<file path="src/rls_pkg.sv">
package rls_pkg;

  localparam logic [15:0] KEY_PORT_ADDR    = 16'hF073;
  localparam logic [15:0] STATUS_PORT_ADDR = 16'hFC72;
  localparam logic [15:0] LOCK_RANGE_LO    = 16'h1072;
  localparam logic [15:0] LOCK_RANGE_HI    = 16'hFC72;
  localparam logic [15:0] EMS_LO_ADDR      = 16'hE072;
  localparam logic [15:0] EMS_HI_ADDR      = 16'hE872;
  localparam logic [15:0] SHADOW_ADDR      = 16'hE472;
  localparam logic [7:0]  UNLOCK_KEY       = 8'hDA;
  localparam logic [9:0]  SHORT_ADDR_MASK  = 10'h3FF;

  localparam int          TOGGLE_BIT       = 15;
  localparam int          DMA2_LSB         = 8;
  localparam int          DMA1_LSB         = 4;
  localparam int          PAR_DIR_BIT      = 3;
  localparam int          PAR_CTRL_DIR_BIT = 5;

  localparam logic        LOCKED_RESET     = 1'b1;
  localparam logic        TOGGLE_RESET     = 1'b0;

  // one host i/o cycle, valid for a single clock
  typedef struct packed {
    logic        rd;
    logic        wr;
    logic        byte8;
    logic [15:0] addr;
    logic [15:0] wdata;
  } rls_io_req_type;

  // one answer, valid for a single clock
  typedef struct packed {
    logic        ack;
    logic        to_at_bus;
    logic [15:0] rdata;
  } rls_io_rsp_type;

  function automatic logic rls_full_match(input logic [15:0] a,
                                          input logic [15:0] b);
    return a == b;
  endfunction : rls_full_match

  // three-digit ports compare only the low ten address bits
  function automatic logic rls_short_match(input logic [15:0] a,
                                           input logic [9:0]  p);
    return (a[9:0] & SHORT_ADDR_MASK) == p;
  endfunction : rls_short_match

endpackage : rls_pkg

</file>
<file path="src/rls_lock_bank.sv">
`timescale 1ns/1ps
// What this block does
// an 8-bit write of DA to port F073 unlocks ports 1072 to FC72
// any other value written to the key port relocks them
// ports E072, E872 and E472 stay reachable whatever the lock state
// locked status reads go to the AT bus, data undefined
// toggle bit 15 inverts after each status read; here it inverts only on status reads made while unlocked
// software reads status twice; toggle change means unlocked
// status bits 11 to 8 show second DMA channel masks
// status bits 7 to 4 show first DMA channel masks
// status bit 3 shows parallel port direction control bit 5
// status bits 14 to 12 and 2 to 0 unused, read zero
// key port write-only, bits 15 to 8 ignored; status port read-only
// three-digit ports decode A9..A0, four-digit ports all 16 bits
// any access to a locked register goes to the AT bus
// reset locks the bank and clears the toggle flag
module rls_lock_bank (
  input  wire logic                  clk_in,
  input  wire logic                  resetn_in,
  input  wire rls_pkg::rls_io_req_type io_req_in,
  input  wire logic [3:0]            dma1_mask_in,
  input  wire logic [3:0]            dma2_mask_in,
  input  wire logic [7:0]            par_ctrl_in,
  output rls_pkg::rls_io_rsp_type    io_rsp_out,
  output logic                       unlocked_out,
  output logic                       lockable_sel_out
);

  logic                    locked_q;
  logic                    locked_d;
  logic                    sel_q;
  logic                    sel_d;
  logic                    key_hit;
  logic                    stat_hit;
  logic                    in_range;
  logic                    always_open;
  logic                    stat_read_ok;
  logic [15:0]             status_word;
  logic                    acc;
  logic                    key_wr;
  logic                    lock_hit;
  logic [15:0]             live_status;
  logic                    unl_d;
  logic                    unl_q;
  logic                    ack_d;
  logic                    ack_q;
  logic                    fwd_d;
  logic                    fwd_q;
  logic [15:0]             data_d;
  logic [15:0]             data_q;

  // what the current cycle's request turns out to be
  typedef enum {
    CLS_NONE,
    CLS_STATUS,
    CLS_STATUS_FWD,
    CLS_LOCKED_FWD,
    CLS_KEY
  } rls_cls_type;

  rls_cls_type             cls;

  // status flop gives the toggle value from before this read is answered
  rls_status_reg u_status (
    .clk_in       (clk_in),
    .resetn_in    (resetn_in),
    .dma1_mask_in (dma1_mask_in),
    .dma2_mask_in (dma2_mask_in),
    .par_ctrl_in  (par_ctrl_in[rls_pkg::PAR_CTRL_DIR_BIT]),
    .read_done_in (stat_read_ok),
    .status_out   (status_word)
  );

  // port decode helpers; the same compares feed several paths
  function automatic logic is_access(
    input rls_pkg::rls_io_req_type req
  );
    return req.rd || req.wr;
  endfunction : is_access

  // four-digit port: every address bit takes part
  function automatic logic hits_key(
    input logic [15:0] addr
  );
    return rls_pkg::rls_full_match(addr, rls_pkg::KEY_PORT_ADDR);
  endfunction : hits_key

  function automatic logic hits_status(
    input logic [15:0] addr
  );
    return rls_pkg::rls_full_match(addr, rls_pkg::STATUS_PORT_ADDR);
  endfunction : hits_status

  // expanded-memory and shadow ports never lock
  function automatic logic hits_open(
    input logic [15:0] addr
  );
    logic hit;
    hit = rls_pkg::rls_full_match(addr, rls_pkg::EMS_LO_ADDR);
    hit = hit || rls_pkg::rls_full_match(addr, rls_pkg::EMS_HI_ADDR);
    hit = hit || rls_pkg::rls_full_match(addr, rls_pkg::SHADOW_ADDR);
    return hit;
  endfunction : hits_open

  // lockable ports all end in 72; other ports in the span stay open
  function automatic logic hits_lock_range(
    input logic [15:0] addr
  );
    logic above;
    logic below;
    logic suffix;
    above  = addr >= rls_pkg::LOCK_RANGE_LO;
    below  = addr <= rls_pkg::LOCK_RANGE_HI;
    suffix = addr[7:0] == rls_pkg::LOCK_RANGE_LO[7:0];
    return above && below && suffix;
  endfunction : hits_lock_range

  // only an 8-bit cycle counts as a key write
  function automatic logic is_key_write(
    input rls_pkg::rls_io_req_type req
  );
    return req.wr && req.byte8 && hits_key(req.addr);
  endfunction : is_key_write

  // upper byte of the key port carries nothing
  function automatic logic key_unlocks(
    input logic [15:0] wdata
  );
    return wdata[7:0] == rls_pkg::UNLOCK_KEY;
  endfunction : key_unlocks

  // unused bits come back as zero
  function automatic logic [15:0] pack_status(
    input logic       toggle,
    input logic [3:0] dma2,
    input logic [3:0] dma1,
    input logic       dir
  );
    logic [15:0] word;
    word                         = 16'h0000;
    word[rls_pkg::TOGGLE_BIT]    = toggle;
    word[rls_pkg::DMA2_LSB +: 4] = dma2;
    word[rls_pkg::DMA1_LSB +: 4] = dma1;
    word[rls_pkg::PAR_DIR_BIT]   = dir;
    return word;
  endfunction : pack_status

  // status port first, then locked ports, then the key port
  function automatic rls_cls_type classify(
    input rls_pkg::rls_io_req_type req,
    input logic                    locked,
    input logic                    stat,
    input logic                    key,
    input logic                    lockable
  );
    rls_cls_type kind;
    kind = CLS_NONE;
    if (req.rd && stat && !locked) begin
      kind = CLS_STATUS;
    end else if (req.rd && stat) begin
      kind = CLS_STATUS_FWD;
    end else if ((req.rd || req.wr) && lockable && locked && !key) begin
      kind = CLS_LOCKED_FWD;
    end else if (req.wr && key) begin
      kind = CLS_KEY;
    end
    return kind;
  endfunction : classify

  always_comb begin
    acc          = is_access(io_req_in);
    key_hit      = hits_key(io_req_in.addr);
    stat_hit     = hits_status(io_req_in.addr);
    in_range     = hits_lock_range(io_req_in.addr);
    always_open  = hits_open(io_req_in.addr);
    lock_hit     = in_range && !always_open;
    key_wr       = is_key_write(io_req_in);
    stat_read_ok = io_req_in.rd && stat_hit && !locked_q;
    // toggle flop still holds the pre-read value; masks taken live
    live_status  = pack_status(status_word[rls_pkg::TOGGLE_BIT],
                               dma2_mask_in,
                               dma1_mask_in,
                               par_ctrl_in[rls_pkg::PAR_CTRL_DIR_BIT]);
  end

  always_comb begin
    cls = classify(io_req_in, locked_q, stat_hit,
                   key_hit, lock_hit);
  end

  always_comb begin
    locked_d = locked_q;
    // reads of the key port never change the lock
    if (key_wr) begin
      if (key_unlocks(io_req_in.wdata)) begin
        locked_d = 1'b0;
      end else begin
        locked_d = 1'b1;
      end
    end
  end

  always_ff @(posedge clk_in) begin
    if (!resetn_in) begin
      locked_q <= rls_pkg::LOCKED_RESET;
    end else begin
      locked_q <= locked_d;
    end
  end

  // flag follows the lock in the same cycle the lock changes
  always_comb begin
    unl_d = !locked_d;
  end

  always_ff @(posedge clk_in) begin
    if (!resetn_in) begin
      unl_q <= 1'b0;
    end else begin
      unl_q <= unl_d;
    end
  end

  // answer strobe: one cycle, the cycle after the request
  always_comb begin
    ack_d = 1'b0;
    case (cls)
      CLS_STATUS: begin
        ack_d = 1'b1;
      end
      CLS_KEY: begin
        ack_d = 1'b1;
      end
      default: begin
        ack_d = 1'b0;
      end
    endcase
  end

  always_ff @(posedge clk_in) begin
    if (!resetn_in) begin
      ack_q <= 1'b0;
    end else begin
      ack_q <= ack_d;
    end
  end

  // locked cycles fall through; the bus side supplies the data
  always_comb begin
    fwd_d = 1'b0;
    case (cls)
      CLS_STATUS_FWD: begin
        fwd_d = 1'b1;
      end
      CLS_LOCKED_FWD: begin
        fwd_d = 1'b1;
      end
      default: begin
        fwd_d = 1'b0;
      end
    endcase
  end

  always_ff @(posedge clk_in) begin
    if (!resetn_in) begin
      fwd_q <= 1'b0;
    end else begin
      fwd_q <= fwd_d;
    end
  end

  // data stays zero unless a status read is answered
  always_comb begin
    data_d = 16'h0000;
    case (cls)
      CLS_STATUS: begin
        data_d = live_status;
      end
      default: begin
        data_d = 16'h0000;
      end
    endcase
  end

  always_ff @(posedge clk_in) begin
    if (!resetn_in) begin
      data_q <= 16'h0000;
    end else begin
      data_q <= data_d;
    end
  end

  // other units gate their lockable registers on this select
  always_comb begin
    sel_d = acc && lock_hit && !locked_q;
  end

  always_ff @(posedge clk_in) begin
    if (!resetn_in) begin
      sel_q <= 1'b0;
    end else begin
      sel_q <= sel_d;
    end
  end

  always_comb begin
    io_rsp_out           = '0;
    io_rsp_out.ack       = ack_q;
    io_rsp_out.to_at_bus = fwd_q;
    io_rsp_out.rdata     = data_q;
  end

  assign unlocked_out     = unl_q;
  assign lockable_sel_out = sel_q;

endmodule : rls_lock_bank

</file>
<file path="src/rls_status_reg.sv">
`timescale 1ns/1ps
module rls_status_reg (
  input  wire logic        clk_in,
  input  wire logic        resetn_in,
  input  wire logic [3:0]  dma1_mask_in,
  input  wire logic [3:0]  dma2_mask_in,
  input  wire logic        par_ctrl_in,
  input  wire logic        read_done_in,
  output logic      [15:0] status_out
);

  logic        toggle_q;
  logic        toggle_d;
  logic [15:0] word_d;
  logic [15:0] word_q;

  always_comb begin
    toggle_d = toggle_q;
    if (read_done_in) begin
      toggle_d = ~toggle_q;
    end
    word_d = 16'h0000;
    word_d[rls_pkg::TOGGLE_BIT]            = toggle_d;
    word_d[rls_pkg::DMA2_LSB +: 4]         = dma2_mask_in;
    word_d[rls_pkg::DMA1_LSB +: 4]         = dma1_mask_in;
    word_d[rls_pkg::PAR_DIR_BIT]           = par_ctrl_in;
  end

  always_ff @(posedge clk_in) begin
    if (!resetn_in) begin
      toggle_q <= rls_pkg::TOGGLE_RESET;
      word_q   <= 16'h0000;
    end else begin
      toggle_q <= toggle_d;
      word_q   <= word_d;
    end
  end

  assign status_out = word_q;

endmodule : rls_status_reg

</file>
<file path="config.mk">
export PLATFORM = sky130hd
export DESIGN_NAME = rls_lock_bank
export DESIGN_NICKNAME = d
export VERILOG_FILES = /design/src/rls_pkg.sv /design/src/rls_lock_bank.sv /design/src/rls_status_reg.sv
export SDC_FILE = /design/constraint.sdc
export NUM_CORES = 1
export LEC_CHECK = 0
export BUFFER_PORTS_ARGS = -buffer_cell sky130_fd_sc_hd__buf_2
export CAP_MARGIN = 20
export CORE_MARGIN = 4
export CORE_UTILIZATION = 40
export DETAILED_ROUTE_END_ITERATION = 10
export GPL_ROUTABILITY_DRIVEN = 0
export PLACE_DENSITY = 0.79
export SLEW_MARGIN = 0
export SYNTH_ARGS = -nofsm -noshare
export SYNTH_HDL_FRONTEND = slang
export SYNTH_HIERARCHICAL = 1
export SYNTH_SLANG_ARGS = --single-unit
</file>
<file path="constraint.sdc">
create_clock -name clk_in -period 1.7 [get_ports clk_in]
set_clock_uncertainty 0.05 [all_clocks]
set_input_delay 0.085 -clock clk_in [delete_from_list [all_inputs] [get_ports clk_in]]
set_output_delay 0.085 -clock clk_in [all_outputs]
set_load 0.005 [all_outputs]
</file>
==> impl_metrics.tcl <==
set metrics [dict create \
    status "finished, final reports clean" \
    io-pin-count 73 \
    timing.final.ws_setup_ns 0.238 \
    cts.clk_slew.worst_paths_ns 0.08 \
    syn_to_final_growth_pct 49.8 \
    grtUsageTotal 0.138 \
    syn-instance-count 78 \
    antenna_found_initial 0 \
    nets 194 \
    cts_root_buf "clkbuf_4" \
    dp_hpwl_um 1380 \
    fmax_mhz 684 \
    post-cts-setup-buffers 0 \
    setup_tns_ns 0 \
    vdd_drop_max_mv 0.252 \
    critPathCaptureType "flop" \
    die_w_um 50.8 \
    synth_area_per_cell_um2 9.40 \
    final_max_slew_viol_count 0 \
    grt_pass1_wl_um 2720 \
    instances_no_fill 164 \
    clkLatencyLatePin_ns 0.27 \
    yosys_warnings 6 \
    startpoint_type "primary input" \
    powerDensity_nw_per_um2 590 \
    fin_crit_ns 1.46 \
    cts_resized 0 \
    port_buffers 51 \
    cts_num_sinks 16 \
    die-area_um2 2580 \
    hold_viol_final 0 \
    drt_pass1_iterations 4 \
    num_antenna_cells 0 \
    fin_util 0.636 \
    place_inst 152 \
    antenna_left 0 \
    syn_area_um2 733 \
    grt_max_degree 11 \
    start_util 0.425 \
    htree_levels 1 \
    drt_iter0_markers 6 \
    routed_wl_um 1740 \
    rsz0062_at_grt "no" \
    setup_viol 0 \
    vias 748 \
    hold_path_class "in -> reg" \
    arrival_ns 1.59 \
    drive_gt1_frac 0.424 \
    critPathMaxFanout 3 \
    gr-total-overflow 0 \
    vias_per_cell 4.56 \
    cts_made_buffers 3 \
    ctsHoldBuffers 9 \
    wl_per_cell_um 10.6 \
    pre_cts_slack_ns -0.0603 \
    core_area_um2 1730 \
    drc 0 \
    grt_pass1_vias 701 \
    cts_tree "done" \
    clk_path_buf_depth 2 \
    fp.dieH_um 50.8 \
    required_ns 1.83 \
    finalCritPeriodShare 0.860 \
    crit_type "in -> reg" \
    drv_cap 0 \
    rows 15 \
    leakagePower_nw 0.559 \
]
-- metal layers --
| metal | vias up | GRT usage | part of all wire |
|---|---|---|---|
| met2 | 46 | 0.267 | 0.49 |
| li1 | 386 | - | - |
| met1 | 311 | 0.131 | 0.37 |
| met4 | 0 | 0.0807 | 0.020 |
| met5 | - | 0 | 0 |
| met3 | 5 | 0.0292 | 0.13 |
-- sequential cells by signal, summed over array words and instances, names as in the netlist --
register           count
data_q                10
lockable_sel_out       1
unlocked_out           1
fwd_q                  1
u_status/toggle_q      1
ack_q                  1
locked_q               1
-- final cells by class --
| cell class | instances | area, µm² |
|---|---|---|
| fillers | 164 | 628 |
| flip-flops and latches | 16 | 320 |
| well taps | 25 | 31.3 |
| inverters | 1 | 3.75 |
| clock buffers | 3 | 22.5 |
| multi-input cells | 57 | 360 |
| repair buffers | 62 | 360 |
-- path summary, 6_finish.rpt --
check                 endpoint  depth (start not counted)     startpoint  slack, ns
max          u_status/toggle_q                          6  io_req_in[25]       0.24
min                      ack_q                          2      resetn_in       0.02
max reg2reg          data_q[7]                          3       locked_q       0.60
min reg2reg              fwd_q                          2       locked_q       0.42
-- metrics by stage --
stage | hold slack (ns) | area (µm²) | total power [mW]
floorplan | 0.153 | 752 | 0.412
global placement | 0.240 | 986 | 0.452
detailed placement | 0.238 | 986 | 0.455
CTS | 0.0187 | 1100 | 0.656
global route | 0.0239 | 1100 | 0.676
finish | 0.0230 | 1100 | 0.648
-- where the power goes --
group          total [mW]  internal (mW)  switching, mW
clock network       0.186         0.0821          0.104
registers           0.374          0.374     0.00000594
logic              0.0880         0.0539         0.0340
-- critical path, stage by stage --
cell	delay, ns
buf_2	0.11
or4b_1	0.52
or3_4	0.36
nor3_1	0.25
xor2_1	0.10
and2_1	0.16
-- cell usage in the layout, fill, tap and decap left out --
cell type and count:
xor2_1 1, nand4_1 2, and4b_1 1, nor3_1 5, nand3_1 4, inv_1 1
a31oi_1 1, nor3_4 1, or4_1 1, or4b_1 1, a2111o_1 1, o21a_1 1
buf_2 51, dlygate4sd3_1 9, o21ai_0 1, mux2i_1 1, clkbuf_4 3, a21oi_1 2
or3_4 1, dfxtp_1 16, and3_1 3, a211oi_1 1, mux2_2 1, nor2_1 3
and2_1 11, buf_4 2, o211ai_1 1, or2_0 1, nand2b_1 1, nor3b_1 1
nor4bb_1 1, nand2_1 3, conb_1 6
No activity file was read; power rests on OpenSTA's default activity.
